### src/logic/asp_regs.svh
// Register offsets, field positions, reset values and counts of the serial port core
`ifndef ASP_REGS_SVH
`define ASP_REGS_SVH
`define ASP_A_DATA    3'h0
`define ASP_A_IER     3'h1
`define ASP_A_ISR     3'h2
`define ASP_A_LCR     3'h3
`define ASP_A_MCR     3'h4
`define ASP_A_LSR     3'h5
`define ASP_A_MSR     3'h6
`define ASP_A_SPR     3'h7
`define ASP_LCR_DLAB  7
`define ASP_LCR_BRK   6
`define ASP_LCR_STICK 5
`define ASP_LCR_EVEN  4
`define ASP_LCR_PEN   3
`define ASP_LCR_STOP2 2
`define ASP_IER_RXD   0
`define ASP_IER_THRE  1
`define ASP_IER_LINE  2
`define ASP_IER_MODEM 3
`define ASP_IER_SPEC  5
`define ASP_MCR_DTR   0
`define ASP_MCR_RTS   1
`define ASP_MCR_SOFT  2
`define ASP_MCR_OUT2  3
`define ASP_MCR_LOOP  4
`define ASP_MCR_PD    7
`define ASP_DIV_RST   16'h0001
`define ASP_REG_RST   8'h00
`define ASP_TICK_LAST 4'hF
`define ASP_TICK_MID  4'h7
`define ASP_ISR_NONE  4'h1
`define ASP_ISR_LINE  4'h6
`define ASP_ISR_RXD   4'h4
`define ASP_ISR_THRE  4'h2
`define ASP_ISR_MODEM 4'h0
`define ASP_H_CMD     4'h0
`define ASP_H_STAT    4'h4
`define ASP_H_LINE    4'h8
`define ASP_LINE_RST  6'h3D
`endif

### src/logic/asp_pkg.sv
// Types shared by both ends of the serial port core
package asp_pkg;
  typedef enum logic [2:0] {TX_IDLE, TX_START, TX_DATA, TX_PAR, TX_STOP} asp_tx_st_t;
  typedef enum logic [2:0] {RX_IDLE, RX_START, RX_DATA, RX_PAR, RX_STOP} asp_rx_st_t;
  typedef enum logic [1:0] {H_IDLE, H_STROBE, H_CAPT} asp_hst_t;
endpackage : asp_pkg

### src/logic/asp_if.sv
// Register port, serial lines and modem pins between controller and serial port core
`timescale 1ns/10ps
`default_nettype none
interface asp_if;
  logic [2:0] addr;
  logic [7:0] wdata;
  logic       wr;
  logic       rd;
  logic [7:0] rdata;
  logic       hw_reset;
  logic       reset_out;
  logic       irq;
  logic       rx;
  logic       tx;
  logic       rts_n;
  logic       dtr_n;
  logic       cts_n;
  logic       dsr_n;
  logic       carrier_detect_n;
  logic       ring_indicate_n;
  modport dev  (input addr, wdata, wr, rd, hw_reset, rx, cts_n, dsr_n, carrier_detect_n,
                ring_indicate_n, output rdata, reset_out, irq, tx, rts_n, dtr_n);
  modport host (output addr, wdata, wr, rd, hw_reset, rx, cts_n, dsr_n, carrier_detect_n,
                ring_indicate_n, input rdata, reset_out, irq, tx, rts_n, dtr_n);
endinterface : asp_if
`default_nettype wire

### src/logic/asp_baud.sv
// Baud generator: one sampling tick every divisor clocks
`timescale 1ns/10ps
`default_nettype none
module asp_baud #(
  parameter int W = 16
) (
  input  wire logic         core_clk,
  input  wire logic         rst_n,
  input  wire logic         run,
  input  wire logic [W-1:0] divisor,
  output logic              tick
);
  logic [W-1:0] cnt_q;
  logic [W-1:0] cnt_d;
  logic         tick_d;

  always_comb
  begin
    cnt_d  = cnt_q + 1'b1;
    tick_d = 1'b0;
    if (!run)
    begin
      cnt_d = '0;
    end
    else if (cnt_q + 1'b1 >= divisor)
    begin
      cnt_d  = '0;
      tick_d = 1'b1;
    end
  end

  always_ff @(posedge core_clk or negedge rst_n)
  begin
    if (!rst_n)
    begin
      cnt_q <= '0;
      tick  <= 1'b0;
    end
    else
    begin
      cnt_q <= cnt_d;
      tick  <= tick_d;
    end
  end
endmodule : asp_baud
`default_nettype wire

### src/logic/asp_dev.sv
// Serial port core: registers, transmitter, receiver, loopback and enhanced controls
// Notes on behaviour
// - Divisor makes sixteen-times sampling tick
// - Host programs divisor at initialisation
// - Divisor equals clock over sixteen times rate
// - Divisor split into upper and lower bytes
// - Byte holding and shift registers each way
// - Each transmitted bit lasts sixteen ticks
// - Start, data, optional parity, stop bits
// - Least significant data bit goes first
// - Holding empty set when byte moves on
// - Holding empty interrupt when enabled
// - Fully empty when both registers empty
// - Start bit checked low after eight ticks
// - Remaining bits sampled at their centre
// - Error tags follow byte in holding register
// - Receive ready interrupt when enabled
// - Special mode gates enhanced controls
// - Soft reset ORed onto reset output
// - Power down keeps register contents
// - Loopback feeds shifter output to receiver
// - Loopback: line mark, outputs off, inputs ignored
// - Transmit line held high during loopback
// - Divisor bytes visible only with latch bit
// - Reset output follows hardware reset otherwise
//
// The implementer's own choices: the Wishbone register port and the register addresses.
`timescale 1ns/10ps
`include "asp_regs.svh"
`default_nettype none
module asp_dev (
  input  wire logic core_clk,
  input  wire logic rst_n,
  output logic      power_down,
  asp_if.dev        bus
);
  logic [7:0]          lcr_q, lcr_d, ier_q, ier_d, mcr_q, mcr_d, spr_q, spr_d;
  logic [7:0]          dll_q, dll_d, dlm_q, dlm_d, rdata_d;
  logic [3:0]          mdm_q, mdm_d, dlt_q, dlt_d, mdm_now, interrupt_status;
  logic                thre_pend_q, thre_pend_d, tx_pin_d, rts_n_d, dtr_n_d, rst_o_d;
  logic                irq_d, pd_d;
  logic [7:0]          thr_q, thr_d, tsr_q, tsr_d;
  logic                thr_full_q, thr_full_d, tx_line_q, tx_line_d, tx_par_q, tx_par_d;
  logic [3:0]          tx_cnt_q, tx_cnt_d;
  logic [2:0]          tx_bit_q, tx_bit_d;
  asp_pkg::asp_tx_st_t tx_st_q, tx_st_d;
  logic                tx_load;
  logic [7:0]          rx_sh_q, rx_sh_d, rhr_q, rhr_d;
  logic [3:0]          rx_cnt_q, rx_cnt_d;
  logic [2:0]          rx_bit_q, rx_bit_d, err_q, err_d;
  logic                rx_prev_q, rx_prev_d, rx_pb_q, rx_pb_d, dr_q, dr_d, oe_q, oe_d;
  asp_pkg::asp_rx_st_t rx_st_q, rx_st_d;
  logic                tick, dev_rst_n, dlab, loop, spec, serial, rx_in;
  logic                rd_rhr, rd_lsr, rd_isr, rd_msr, wr_thr;
  logic [7:0]          line_status, rx_data;
  logic [2:0]          nlast;

  function automatic logic [7:0] wl_mask(input logic [1:0] wl);
    wl_mask = 8'hFF >> (2'h3 - wl);
  endfunction : wl_mask

  function automatic logic par_bit(input logic [7:0] d, input logic [7:0] line_control);
    logic odd;
    odd = ^(d & wl_mask(line_control[1:0]));
    if (line_control[`ASP_LCR_STICK])
      par_bit = ~line_control[`ASP_LCR_EVEN];
    else
      par_bit = line_control[`ASP_LCR_EVEN] ? odd : ~odd;
  endfunction : par_bit

  // Hardware reset pin resets everything; it comes from a flop so it cannot glitch
  assign dev_rst_n = rst_n & ~bus.hw_reset;
  assign dlab      = lcr_q[`ASP_LCR_DLAB];
  assign loop      = mcr_q[`ASP_MCR_LOOP];
  assign spec      = ier_q[`ASP_IER_SPEC];
  assign nlast     = {1'b1, lcr_q[1:0]};
  assign serial    = lcr_q[`ASP_LCR_BRK] ? 1'b0 : tx_line_q;
  assign rx_in     = loop ? serial : bus.rx;
  assign rd_rhr    = bus.rd && bus.addr == `ASP_A_DATA && !dlab;
  assign rd_isr    = bus.rd && bus.addr == `ASP_A_ISR;
  assign rd_lsr    = bus.rd && bus.addr == `ASP_A_LSR;
  assign rd_msr    = bus.rd && bus.addr == `ASP_A_MSR;
  assign wr_thr    = bus.wr && bus.addr == `ASP_A_DATA && !dlab;
  assign line_status       = {1'b0, !thr_full_q && tx_st_q == asp_pkg::TX_IDLE,
                      !thr_full_q, err_q, oe_q, dr_q};
  assign rx_data   = rx_sh_q >> (2'h3 - lcr_q[1:0]);

  // Sampling ticks stop in power down; all register contents stay
  asp_baud #(.W(16)) u_baud (
    .core_clk (core_clk),
    .rst_n    (dev_rst_n),
    .run      (!pd_d),
    .divisor  ({dlm_q, dll_q}),
    .tick     (tick)
  );

  always_comb
  begin
    mdm_now = loop ? {mcr_q[`ASP_MCR_OUT2], mcr_q[`ASP_MCR_SOFT], mcr_q[`ASP_MCR_DTR],
                      mcr_q[`ASP_MCR_RTS]}
                   : ~{bus.carrier_detect_n, bus.ring_indicate_n, bus.dsr_n, bus.cts_n};
    if (ier_q[`ASP_IER_LINE] && |line_status[4:1])
      interrupt_status = `ASP_ISR_LINE;
    else if (ier_q[`ASP_IER_RXD] && dr_q)
      interrupt_status = `ASP_ISR_RXD;
    else if (ier_q[`ASP_IER_THRE] && thre_pend_q)
      interrupt_status = `ASP_ISR_THRE;
    else if (ier_q[`ASP_IER_MODEM] && |dlt_q)
      interrupt_status = `ASP_ISR_MODEM;
    else
      interrupt_status = `ASP_ISR_NONE;
    lcr_d = lcr_q;
    ier_d = ier_q;
    mcr_d = mcr_q;
    spr_d = spr_q;
    dll_d = dll_q;
    dlm_d = dlm_q;
    mdm_d = mdm_now;
    dlt_d = rd_msr ? 4'h0 : dlt_q;
    // Change flags: a change in the read cycle is kept
    dlt_d = dlt_d | {mdm_now[3] ^ mdm_q[3], mdm_q[2] & ~mdm_now[2], mdm_now[1:0] ^ mdm_q[1:0]};
    thre_pend_d = (wr_thr || (rd_isr && interrupt_status == `ASP_ISR_THRE)) ? 1'b0 : thre_pend_q;
    if (tx_load)
      thre_pend_d = 1'b1;
    if (bus.wr)
    begin
      if (bus.addr == `ASP_A_DATA && dlab)
        dll_d = bus.wdata;
      else if (bus.addr == `ASP_A_IER && dlab)
        dlm_d = bus.wdata;
      else if (bus.addr == `ASP_A_IER)
        ier_d = bus.wdata & 8'h2F;
      else if (bus.addr == `ASP_A_LCR)
        lcr_d = bus.wdata;
      else if (bus.addr == `ASP_A_MCR)
        mcr_d = bus.wdata & 8'h9F;
      else if (bus.addr == `ASP_A_SPR)
        spr_d = bus.wdata;
    end
    rdata_d = bus.rdata;
    if (bus.rd)
    begin
      if (bus.addr == `ASP_A_DATA)
        rdata_d = dlab ? dll_q : rhr_q;
      else if (bus.addr == `ASP_A_IER)
        rdata_d = dlab ? dlm_q : ier_q;
      else if (bus.addr == `ASP_A_ISR)
        rdata_d = {4'h0, interrupt_status};
      else if (bus.addr == `ASP_A_LCR)
        rdata_d = lcr_q;
      else if (bus.addr == `ASP_A_MCR)
        rdata_d = mcr_q;
      else if (bus.addr == `ASP_A_LSR)
        rdata_d = line_status;
      else if (bus.addr == `ASP_A_MSR)
        rdata_d = {mdm_q, dlt_q};
      else
        rdata_d = spr_q;
    end
    tx_pin_d = loop ? 1'b1 : serial;
    rts_n_d  = loop ? 1'b1 : ~mcr_q[`ASP_MCR_RTS];
    dtr_n_d  = loop ? 1'b1 : ~mcr_q[`ASP_MCR_DTR];
    rst_o_d  = bus.hw_reset | (spec & mcr_q[`ASP_MCR_SOFT]);
    pd_d     = spec & mcr_q[`ASP_MCR_PD];
    irq_d    = interrupt_status != `ASP_ISR_NONE && (mcr_q[`ASP_MCR_OUT2] || !spec);
  end

  always_ff @(posedge core_clk or negedge dev_rst_n)
  begin
    if (!dev_rst_n)
    begin
      lcr_q         <= `ASP_REG_RST;
      ier_q         <= `ASP_REG_RST;
      mcr_q         <= `ASP_REG_RST;
      spr_q         <= `ASP_REG_RST;
      dll_q         <= 8'(`ASP_DIV_RST);
      dlm_q         <= 8'(`ASP_DIV_RST >> 8);
      mdm_q         <= 4'h0;
      dlt_q         <= 4'h0;
      thre_pend_q   <= 1'b0;
      bus.rdata     <= 8'h00;
      bus.tx        <= 1'b1;
      bus.rts_n     <= 1'b1;
      bus.dtr_n     <= 1'b1;
      bus.reset_out <= 1'b1;
      bus.irq       <= 1'b0;
      power_down    <= 1'b0;
    end
    else
    begin
      lcr_q         <= lcr_d;
      ier_q         <= ier_d;
      mcr_q         <= mcr_d;
      spr_q         <= spr_d;
      dll_q         <= dll_d;
      dlm_q         <= dlm_d;
      mdm_q         <= mdm_d;
      dlt_q         <= dlt_d;
      thre_pend_q   <= thre_pend_d;
      bus.rdata     <= rdata_d;
      bus.tx        <= tx_pin_d;
      bus.rts_n     <= rts_n_d;
      bus.dtr_n     <= dtr_n_d;
      bus.reset_out <= rst_o_d;
      bus.irq       <= irq_d;
      power_down    <= pd_d;
    end
  end

  always_comb
  begin
    thr_d      = wr_thr ? bus.wdata : thr_q;
    thr_full_d = thr_full_q;
    tsr_d      = tsr_q;
    tx_line_d  = tx_line_q;
    tx_par_d   = tx_par_q;
    tx_cnt_d   = tick ? tx_cnt_q + 4'h1 : tx_cnt_q;
    tx_bit_d   = tx_bit_q;
    tx_st_d    = tx_st_q;
    tx_load    = 1'b0;
    case (tx_st_q)
      asp_pkg::TX_IDLE:
        // Load on a tick so the start bit lasts sixteen full ticks
        if (thr_full_q && tick)
        begin
          tx_load    = 1'b1;
          thr_full_d = 1'b0;
          tsr_d      = thr_q;
          tx_par_d   = par_bit(thr_q, lcr_q);
          tx_line_d  = 1'b0;
          tx_cnt_d   = 4'h0;
          tx_st_d    = asp_pkg::TX_START;
        end
      asp_pkg::TX_START:
        if (tick && tx_cnt_q == `ASP_TICK_LAST)
        begin
          tx_line_d = tsr_q[0];
          tx_bit_d  = 3'h0;
          tx_st_d   = asp_pkg::TX_DATA;
        end
      asp_pkg::TX_DATA:
        if (tick && tx_cnt_q == `ASP_TICK_LAST)
        begin
          tsr_d    = tsr_q >> 1;
          tx_bit_d = tx_bit_q + 3'h1;
          if (tx_bit_q != nlast)
            tx_line_d = tsr_q[1];
          else if (lcr_q[`ASP_LCR_PEN])
          begin
            tx_line_d = tx_par_q;
            tx_st_d   = asp_pkg::TX_PAR;
          end
          else
          begin
            tx_line_d = 1'b1;
            tx_bit_d  = 3'h0;
            tx_st_d   = asp_pkg::TX_STOP;
          end
        end
      asp_pkg::TX_PAR:
        if (tick && tx_cnt_q == `ASP_TICK_LAST)
        begin
          tx_line_d = 1'b1;
          tx_bit_d  = 3'h0;
          tx_st_d   = asp_pkg::TX_STOP;
        end
      default:
        if (tick && tx_cnt_q == `ASP_TICK_LAST)
        begin
          tx_bit_d = 3'h1;
          if (!lcr_q[`ASP_LCR_STOP2] || tx_bit_q != 3'h0)
            tx_st_d = asp_pkg::TX_IDLE;
        end
    endcase
    if (wr_thr)
      thr_full_d = 1'b1;
  end

  always_ff @(posedge core_clk or negedge dev_rst_n)
  begin
    if (!dev_rst_n)
    begin
      thr_q      <= 8'h00;
      thr_full_q <= 1'b0;
      tsr_q      <= 8'h00;
      tx_line_q  <= 1'b1;
      tx_par_q   <= 1'b0;
      tx_cnt_q   <= 4'h0;
      tx_bit_q   <= 3'h0;
      tx_st_q    <= asp_pkg::TX_IDLE;
    end
    else
    begin
      thr_q      <= thr_d;
      thr_full_q <= thr_full_d;
      tsr_q      <= tsr_d;
      tx_line_q  <= tx_line_d;
      tx_par_q   <= tx_par_d;
      tx_cnt_q   <= tx_cnt_d;
      tx_bit_q   <= tx_bit_d;
      tx_st_q    <= tx_st_d;
    end
  end

  always_comb
  begin
    rx_prev_d = rx_in;
    rx_sh_d   = rx_sh_q;
    rx_pb_d   = rx_pb_q;
    rx_cnt_d  = tick ? rx_cnt_q + 4'h1 : rx_cnt_q;
    rx_bit_d  = rx_bit_q;
    rx_st_d   = rx_st_q;
    rhr_d     = rhr_q;
    dr_d      = rd_rhr ? 1'b0 : dr_q;
    err_d     = rd_rhr ? 3'h0 : err_q;
    oe_d      = rd_lsr ? 1'b0 : oe_q;
    case (rx_st_q)
      asp_pkg::RX_IDLE:
        if (rx_prev_q && !rx_in)
        begin
          rx_cnt_d = 4'h0;
          rx_st_d  = asp_pkg::RX_START;
        end
      asp_pkg::RX_START:
        if (tick && rx_cnt_q == `ASP_TICK_MID)
        begin
          rx_cnt_d = 4'h0;
          rx_bit_d = 3'h0;
          rx_st_d  = rx_in ? asp_pkg::RX_IDLE : asp_pkg::RX_DATA;
        end
      asp_pkg::RX_DATA:
        if (tick && rx_cnt_q == `ASP_TICK_LAST)
        begin
          rx_sh_d  = {rx_in, rx_sh_q[7:1]};
          rx_bit_d = rx_bit_q + 3'h1;
          if (rx_bit_q == nlast)
            rx_st_d = lcr_q[`ASP_LCR_PEN] ? asp_pkg::RX_PAR : asp_pkg::RX_STOP;
        end
      asp_pkg::RX_PAR:
        if (tick && rx_cnt_q == `ASP_TICK_LAST)
        begin
          rx_pb_d = rx_in;
          rx_st_d = asp_pkg::RX_STOP;
        end
      default:
        if (tick && rx_cnt_q == `ASP_TICK_LAST)
        begin
          rhr_d   = rx_data;
          dr_d    = 1'b1;
          oe_d    = oe_d | (dr_q && !rd_rhr);
          err_d   = {~rx_in && rx_data == 8'h00 && !(lcr_q[`ASP_LCR_PEN] && rx_pb_q),
                     ~rx_in,
                     lcr_q[`ASP_LCR_PEN] && rx_pb_q != par_bit(rx_data, lcr_q)};
          rx_st_d = asp_pkg::RX_IDLE;
        end
    endcase
  end

  always_ff @(posedge core_clk or negedge dev_rst_n)
  begin
    if (!dev_rst_n)
    begin
      rx_prev_q <= 1'b1;
      rx_sh_q   <= 8'h00;
      rx_pb_q   <= 1'b0;
      rx_cnt_q  <= 4'h0;
      rx_bit_q  <= 3'h0;
      rx_st_q   <= asp_pkg::RX_IDLE;
      rhr_q     <= 8'h00;
      dr_q      <= 1'b0;
      err_q     <= 3'h0;
      oe_q      <= 1'b0;
    end
    else
    begin
      rx_prev_q <= rx_prev_d;
      rx_sh_q   <= rx_sh_d;
      rx_pb_q   <= rx_pb_d;
      rx_cnt_q  <= rx_cnt_d;
      rx_bit_q  <= rx_bit_d;
      rx_st_q   <= rx_st_d;
      rhr_q     <= rhr_d;
      dr_q      <= dr_d;
      err_q     <= err_d;
      oe_q      <= oe_d;
    end
  end
endmodule : asp_dev
`default_nettype wire

### src/flat_wrapper.sv
// flat-port wrapper written by rule: the top's interface ports become plain ports
module asp_dev_flat 
  (core_clk, rst_n, power_down, bus_addr, bus_wdata, bus_wr, bus_rd, bus_hw_reset, bus_rx, bus_cts_n, bus_dsr_n, bus_carrier_detect_n, bus_ring_indicate_n, bus_rdata, bus_reset_out, bus_irq, bus_tx, bus_rts_n, bus_dtr_n);
  asp_if bus_i ();
  input  wire logic core_clk;
  input  wire logic rst_n;
  output logic power_down;
  input wire logic [$bits(bus_i.addr)-1:0] bus_addr;
  input wire logic [$bits(bus_i.wdata)-1:0] bus_wdata;
  input wire logic [$bits(bus_i.wr)-1:0] bus_wr;
  input wire logic [$bits(bus_i.rd)-1:0] bus_rd;
  input wire logic [$bits(bus_i.hw_reset)-1:0] bus_hw_reset;
  input wire logic [$bits(bus_i.rx)-1:0] bus_rx;
  input wire logic [$bits(bus_i.cts_n)-1:0] bus_cts_n;
  input wire logic [$bits(bus_i.dsr_n)-1:0] bus_dsr_n;
  input wire logic [$bits(bus_i.carrier_detect_n)-1:0] bus_carrier_detect_n;
  input wire logic [$bits(bus_i.ring_indicate_n)-1:0] bus_ring_indicate_n;
  output wire logic [$bits(bus_i.rdata)-1:0] bus_rdata;
  output wire logic [$bits(bus_i.reset_out)-1:0] bus_reset_out;
  output wire logic [$bits(bus_i.irq)-1:0] bus_irq;
  output wire logic [$bits(bus_i.tx)-1:0] bus_tx;
  output wire logic [$bits(bus_i.rts_n)-1:0] bus_rts_n;
  output wire logic [$bits(bus_i.dtr_n)-1:0] bus_dtr_n;
  assign bus_i.addr = bus_addr;
  assign bus_i.wdata = bus_wdata;
  assign bus_i.wr = bus_wr;
  assign bus_i.rd = bus_rd;
  assign bus_i.hw_reset = bus_hw_reset;
  assign bus_i.rx = bus_rx;
  assign bus_i.cts_n = bus_cts_n;
  assign bus_i.dsr_n = bus_dsr_n;
  assign bus_i.carrier_detect_n = bus_carrier_detect_n;
  assign bus_i.ring_indicate_n = bus_ring_indicate_n;
  assign bus_rdata = bus_i.rdata;
  assign bus_reset_out = bus_i.reset_out;
  assign bus_irq = bus_i.irq;
  assign bus_tx = bus_i.tx;
  assign bus_rts_n = bus_i.rts_n;
  assign bus_dtr_n = bus_i.dtr_n;
  asp_dev u_core (.core_clk(core_clk), .rst_n(rst_n), .power_down(power_down), .bus(bus_i));
endmodule
### config.mk
export PLATFORM = sky130hd
export DESIGN_NAME = asp_dev_flat
export DESIGN_NICKNAME = d
export VERILOG_FILES = /design/src/logic/asp_pkg.sv /design/src/logic/asp_if.sv /design/src/logic/asp_baud.sv /design/src/logic/asp_dev.sv /design/src/flat_wrapper.sv
export VERILOG_INCLUDE_DIRS = /design/src /design/src/logic
export SDC_FILE = /design/constraint.sdc
export NUM_CORES = 1
export LEC_CHECK = 0
export BUFFER_PORTS_ARGS = -buffer_cell sky130_fd_sc_hd__buf_4
export CAP_MARGIN = 10
export CORE_MARGIN = 2
export CORE_UTILIZATION = 42
export DETAILED_ROUTE_END_ITERATION = 16
export GPL_TIMING_DRIVEN = 0
export PLACE_DENSITY_LB_ADDON = 0.2
export SETUP_SLACK_MARGIN = 0.4
export SLEW_MARGIN = 10
export SYNTH_ARGS = -nofsm -noshare
export SYNTH_HDL_FRONTEND = slang
export SYNTH_HIERARCHICAL = 1
export SYNTH_SLANG_ARGS = --single-unit
### constraint.sdc
create_clock -name core_clk -period 12.55 [get_ports core_clk]
set_input_delay 1.8825 -clock core_clk [delete_from_list [all_inputs] [get_ports core_clk]]
set_output_delay 1.8825 -clock core_clk [all_outputs]
set_load 0.02 [all_outputs]
After elaboration in Yosys (flattened, before gate mapping) --
Index checks and enable logic that the tools add are counted.
Storage, ports and cells: register bits 145, input bits 21, output and inout port bits 14
Cells by class: $add $sub $neg 6, order comparisons 1, eq/ne operators 31, shift operators 2, multiplexer cells 88, bitwise logic cells 27, reduce and logical (&&, ||, !) cells 73
Operators with widths (count):
- 8-bit two-way mux | 11
- 3-bit two-way mux | 26
- 1-bit two-way mux | 32
- 16-bit two-way mux | 2
- 4-bit two-way mux | 8
- 1-bit logical AND | 26
- 3-bit case mux with 4 select lines | 2
- 3-bit by 2-bit == test with 1-bit output (second input constant) | 7
- 16-bit by 1-bit adder with 16-bit output (second input constant) | 1
- 8-bit bitwise AND | 2
- 16-bit greater-or-equal comparator | 1
- 2-bit by 1-bit inequality test with 1-bit output (second input constant) | 8
- 8-bit case mux with 2 select lines | 1
- 8-bit parity | 2
- 1-bit NOT | 15
- 2-bit AND reduction | 7
- 7-bit AND reduction | 2
- 3-bit == test (second input constant) | 4
- 6-bit AND reduction | 2
- 2-bit nonzero test | 6
- 4-bit OR reduction | 3
- 5-bit AND reduction | 2
- 3-bit by 1-bit == test with 1-bit output (second input constant) | 3
- 3-bit zero test | 3
- 32 further kinds | 52

Depth between registers and ports, before layout --
depth in word-level cells 13, depth in mapped cells 11, mapped depth without buffers 9

Hierarchy --
The synthesis kept the hierarchy.
Modules (own cells, without submodules):
- asp_dev | times used 1, cells each 617, area an instance 6593.8 µm²
- asp_baud | times used 1, cells each 133, area an instance 1291.2 µm²

Worst setup path after synthesis --
OpenSTA, ideal clock, no wires.
path type input port to flip-flop, start point input bus_rx, end point register u_core.rx_st_q[0], arrival time 3077 ps, data required time 12425 ps, slack 9349 ps, cell stages on the path 5, path buffers 0, path through nor2b_1 -> a2111oi_0 -> o21a_1 -> o22a_1 -> mux2_2
Between the ends: word-level cells in the longest chain between the ends 5
RTL lines:
- start, declared | RTL line flat_wrapper.sv:13 | input wire logic [$bits(bus_i.rx)-1:0] bus_rx;
- 1-bit two-way mux | RTL line asp_dev.sv:78 | assign rx_in = loop ? serial : bus.rx;
- 1-bit zero test | RTL line asp_dev.sv:319 | if (rx_prev_q && !rx_in)
- 1-bit logical AND | RTL line asp_dev.sv:319
- 2-bit by 1-bit inequality test with 1-bit output (no line)
- 6-bit AND reduction (no line)
- end signal, assigned | RTL line asp_dev.sv:368 | rx_st_q <= asp_pkg::RX_IDLE;
- end signal, assigned | RTL line asp_dev.sv:381 | rx_st_q <= rx_st_d;
- end, declared | RTL line asp_dev.sv:52 | asp_pkg::asp_rx_st_t rx_st_q, rx_st_d;
No other way between the ends. A chain may end at the register's enable or synchronous reset.

Worst setup path after layout --
start point register u_core.u_baud.cnt_q[0], end point register u_core.u_baud.cnt_q[7]
Between the ends: word-level cells in the longest chain between the ends 4
RTL lines:
- start, declared | RTL line asp_baud.sv:13 | logic [W-1:0] cnt_q;
- start signal, assigned | RTL line asp_baud.sv:41 | cnt_q <= cnt_d;
- 16-bit by 1-bit adder with 16-bit output (*) | RTL line asp_baud.sv:19, asp_baud.sv:25
- 16-bit greater-or-equal comparator | RTL line asp_baud.sv:25 | else if (cnt_q + 1'b1 >= divisor)
- 16-bit two-way mux (*) | RTL line asp_baud.sv:25
- 16-bit two-way mux (*) | RTL line asp_baud.sv:21 | if (!run)
- net u_core.u_baud.cnt_d[7] | RTL line asp_baud.sv:14 | logic [W-1:0] cnt_d;
Mark *: on every way through the listed nets, which the timed path passes. The rest lies on a longest branch.

==> impl.org <==
** Clock tree
- Depth of the CTS H-tree :: 4
- Post-CTS Hold Buffers :: 0
- Clock latency at the later pin of the worst-skew pair :: between 0.4 and 0.5 ns
- Clk slew on worst S/H paths :: 0.06 ns
- Counting along the longest clock path gives a buffer depth of 2.
- CTS-repair resized insts :: 0
- TritonCTS built the clock tree.
- Post CTS Setup Buffer Count :: 0
- Number of clock sinks seen by CTS :: 145
- Clk root buf :: clkbuf_16
- Number of CTS-inserted buffers :: 17

** Worst setup path
- Data arrives at the worst endpoint at 3.74 ns.
- Reg2Reg Setup Slack :: a little over 9 ns
- Data on the critical path is required at its endpoint by approximately 13 ns.
- The worst setup path is captured at a register.
- Buf+Inv Stages, Crit Path :: 1
- Critical path's top delay family :: simple AND/OR/NAND/NOR gates
- The worst register-to-register path has a depth of 10.
- Destination of the worst register-to-register timing path :: u_core/u_baud/cnt_q[7]
- Along the worst path, the maximum fanout reaches 10.
- Worst Setup Path Type :: register to register
- The critical path goes through ha_1 > nand4_1 > nor4_1 > xor2_1 > ha_1 > and4_1 > o2111ai_1 > o311ai_2 > buf_4 > nor3b_1.
- The worst register-to-register path begins at u_core/u_baud/cnt_q[0].
- Stage delay of the slowest cell on the critical path :: about 0.69 ns
- The worst setup path is launched from a register.
- Among the stages of the critical path, the cell type that occurs most often is ha_1.
- Among all stages on the critical path, the largest delay is contributed by o311ai_2.

** Run
- The tool flagged a number of max-cap violations equal to 0.

** Yosys
- Summing the sequential cell areas from Yosys gives a little under half of the chip area.
- Distinct cell type count after synthesis :: 73
- For this run, the leading register cell type out of synthesis is dfrtp_1.
- Synthesis-stage register bit count :: approximately 150
- Net Count, Synth :: slightly below 800
- Each instance of the synthesized netlist takes up on average about 11 um2.
- Warnings, synthesis :: 6
- Area of the mapped netlist :: roughly 7900 um2
- Cells after Synth :: 750
- The synthesized design contains 0 enable-type register cells.
- In the synthesized netlist the async set-or-reset flop fraction comes to between 90% and 100%.

** Die
- Number of primary I/O pins :: 35
- The floorplan step defined a die boundary enclosing about 20000 um2.
- Core footprint :: 18600 um2
- The floorplan step set the die height to between 100 and 150 um.
- The die is ~140 um wide.
- Number of placement rows :: 50
- The initial utilization of the core area, before any placement, comes to a little over two fifths.

** Routing
- Drt first-iter violations :: roughly 430
- Before antenna repair, the detailed router went through 5 iterations.
- Routed wire per std cell :: 19.7 um
- Post-route antenna net violation count :: 0
- For this run, design rule violations remaining after detail routing come to 0.
- Summing over every cut layer, the via total after detailed routing is around 6000.
- For this block, the routed nets add up to roughly 21000 um of wire.
- Via density per instance :: between 5 and 6

** Timing
- RSZ-0062 raised after global routing :: false
- Count of final hold-check violations :: 0
- Final critical path time including I/O delays and setup :: roughly 3.5 ns
- Static timing analysis puts the maximum clock frequency at about 290 MHz.
- Setup violations remaining at the end of the flow were counted as 0.
- Measured against its own limit, the worst slew margin works out to a little over a third.
- The final number of max-transition violations was 0.
- The worst path meets setup with between 9 and 10 ns of slack.
- The clock arrives with just under 0.01 ns of skew.
- At the pin with the least slew margin, the transition time is between 0.9 and 1 ns.
- Post-route clock period utilization :: between 20% and 30%

** Worst hold path
- The worst hold path terminates at u_core/bus.rts_n.
- Critical hold path startpoint :: u_core/mcr_q[1]
- Worst min path class :: register to register
- Counting instances, the worst hold path has a depth of 1.

** Final layout
- The area growth from synthesis to layout is 15.9%.
- The register with the most flip-flops in the layout has 16 of them.
- Nets@finish :: roughly 850
- Ranked by flip-flop count, first place goes to u_core/u_baud/cnt_q.
- Ratio of cells with drive above 1 in the final layout :: a little under a quarter
- The repair_antennas step left the layout with diodes totalling 0.
- The finished cells cover around 9100 um2.

** Global route
- For this run the aggregate overflow at the end of global routing stands at 0.
- The number of global-route vias before repair came to 6075.
- The initial antenna violation count was 0.
- Global-route total usage across every layer :: about 22%
- Entering global routing, the biggest net connects 32 pins.
- The first global-routing pass estimated about 34000 um of wire.

** Status
- Outcome :: finished, final reports clean

** Placed design
- During placement, the flow inserted port buffers numbering 34.
- Detailed placement finished with a half-perimeter wire length of approximately 15000 um.
- Placer congestion estimate :: 0.892
- Before CTS, the worst setup slack after placement is 8.76 ns.
- Dpl cell area :: ~8600 um2

** Power
- For this design the ratio of total power to cell area is ~170 nW/um2.
- Peak supply drop :: between 100 and 150 uV
- Leakage dissipation :: around 4.3 nW
- Tot Pwr :: about 0.0016 W
==> report_power, final <==
part           leakage [nW]  switching (W)  internal, W
combinational          2.11       0.000228     0.000198
sequential             1.86      0.0000934     0.000573
clock                 0.279       0.000200     0.000297
==> layout by cell type, fill, tap and decap left out, types with 4 or more instances in the layout <==
cell,synthesis,layout
mux2i_1,37,37
nor3b_1,15,15
nor2b_1,8,7
a22o_1,5,5
xnor2_1,15,15
nor4_1,4,4
nand2_1,69,69
o41ai_1,6,6
clkbuf_1,11,12
buf_2,19,19
nand3_1,19,19
nand4_1,9,9
a21o_1,6,6
nor3_1,10,10
clkinv_2,0,4
ha_1,24,24
a221oi_1,4,4
nand2b_1,12,12
a31oi_1,4,4
mux2_2,75,75
a21oi_1,18,18
dfrtp_1,138,138
a211oi_1,4,4
xor2_1,16,16
dfstp_2,7,7
o22ai_1,7,7
inv_1,44,44
and2_1,5,5
clkbuf_16,0,17
and3_1,8,8
nor2_1,32,32
o21ai_0,50,50
buf_4,2,36
==> synth_stat cells (4+ instances only) <==
cell type	count	share of area, %
nor2_1	32	1.5
nand3_1	19	1.2
nor4_1	4	0.32
a31oi_1	4	0.32
a21oi_1	18	1.1
a221oi_1	4	0.44
o41ai_1	6	0.67
nand2b_1	12	0.95
o22ai_1	7	0.56
clkbuf_1	11	0.52
o21ai_0	50	3.2
buf_2	19	1.2
a22o_1	5	0.56
nand4_1	9	0.71
ha_1	24	3.8
and3_1	8	0.63
mux2_2	75	11
a211oi_1	4	0.38
dfrtp_1	138	44
nor3_1	10	0.63
and2_1	5	0.40
nand2_1	69	3.3
dfstp_2	7	2.3
nor2b_1	8	0.63
inv_1	44	2.1
mux2i_1	37	4.7
nor3b_1	15	1.4
a21o_1	6	0.57
xor2_1	16	1.8
xnor2_1	15	1.7
==> cell type report <==
type / count / area [um2]
fillers: 1702 / 9440
inverters: 44 / 165
multi-input cells: 527 / 3920
well taps: 234 / 293
plain buffers: 34 / 166
repair buffers: 39 / 370
flip-flops and latches: 145 / 3640
clock buffers: 19 / 443
clock inverters: 13 / 138
==> metrics by stage <==
stage / std cells / hold WS, ns / utilization, % / TNS (ns)
after floorplan: 750 / 0.395 / - / 0
after global placement: 1018 / 0.424 / 45.4 / -250.24
after detailed placement: 1023 / 0.435 / 46.0 / 0
after CTS: 1055 / 0.454 / 49.2 / 0
after global routing: 1055 / 0.469 / 49.2 / 0
final: 1055 / 0.451 / 49.2 / 0
==> metal layers <==
metal	GRT usage (%)	vias to the layer above	part of all wire, %
met1	28.6	3018	44
li1	-	2811	-
met5	0	-	0
met2	37.1	138	49
met3	5.64	24	4.7
met4	6.53	0	1.7
==> worst reg2reg max path, delay by kind of cell (launching register included) <==
kind                     cells  cell delay (ns)
buffers and inverters        1             0.29
AND/OR/NAND/NOR              4             0.98
XOR/XNOR                     1             0.16
AO/OA/AOI/OAI                2             0.87
flip-flops                   1             0.43
adder cells (fa/ha/maj)      2             0.59
==> cells by family (layout without fill, tap and decap cells) <==
group | count (synthesis) | after routing | share of synthesized area, %
and+or+nand+nor | 214 | 214 | 14.1
xor gates and xnor gates | 33 | 33 | 4.01
adders and majority gates | 24 | 24 | 3.81
muxes | 112 | 112 | 15.4
buffers and inverters | 78 | 149 | 4.20
DFF | 145 | 145 | 46.1
AOI/OAI and AO/OA | 144 | 144 | 12.3
==> worst max path at each step <==
stage                                  end  cells past startpoint                   start
global placement        u_core/u_baud/tick                      2                   rst_n
detailed placement         u_core/spr_q[2]                      5             bus_addr[2]
CTS                 u_core/u_baud/cnt_q[7]                     10  u_core/u_baud/cnt_q[0]
global route        u_core/u_baud/cnt_q[7]                     10  u_core/u_baud/cnt_q[0]
finish              u_core/u_baud/cnt_q[7]                     10  u_core/u_baud/cnt_q[0]
floorplan                   u_core/bus.irq                      1            bus_hw_reset
No activity file was read; power rests on OpenSTA's default activity.
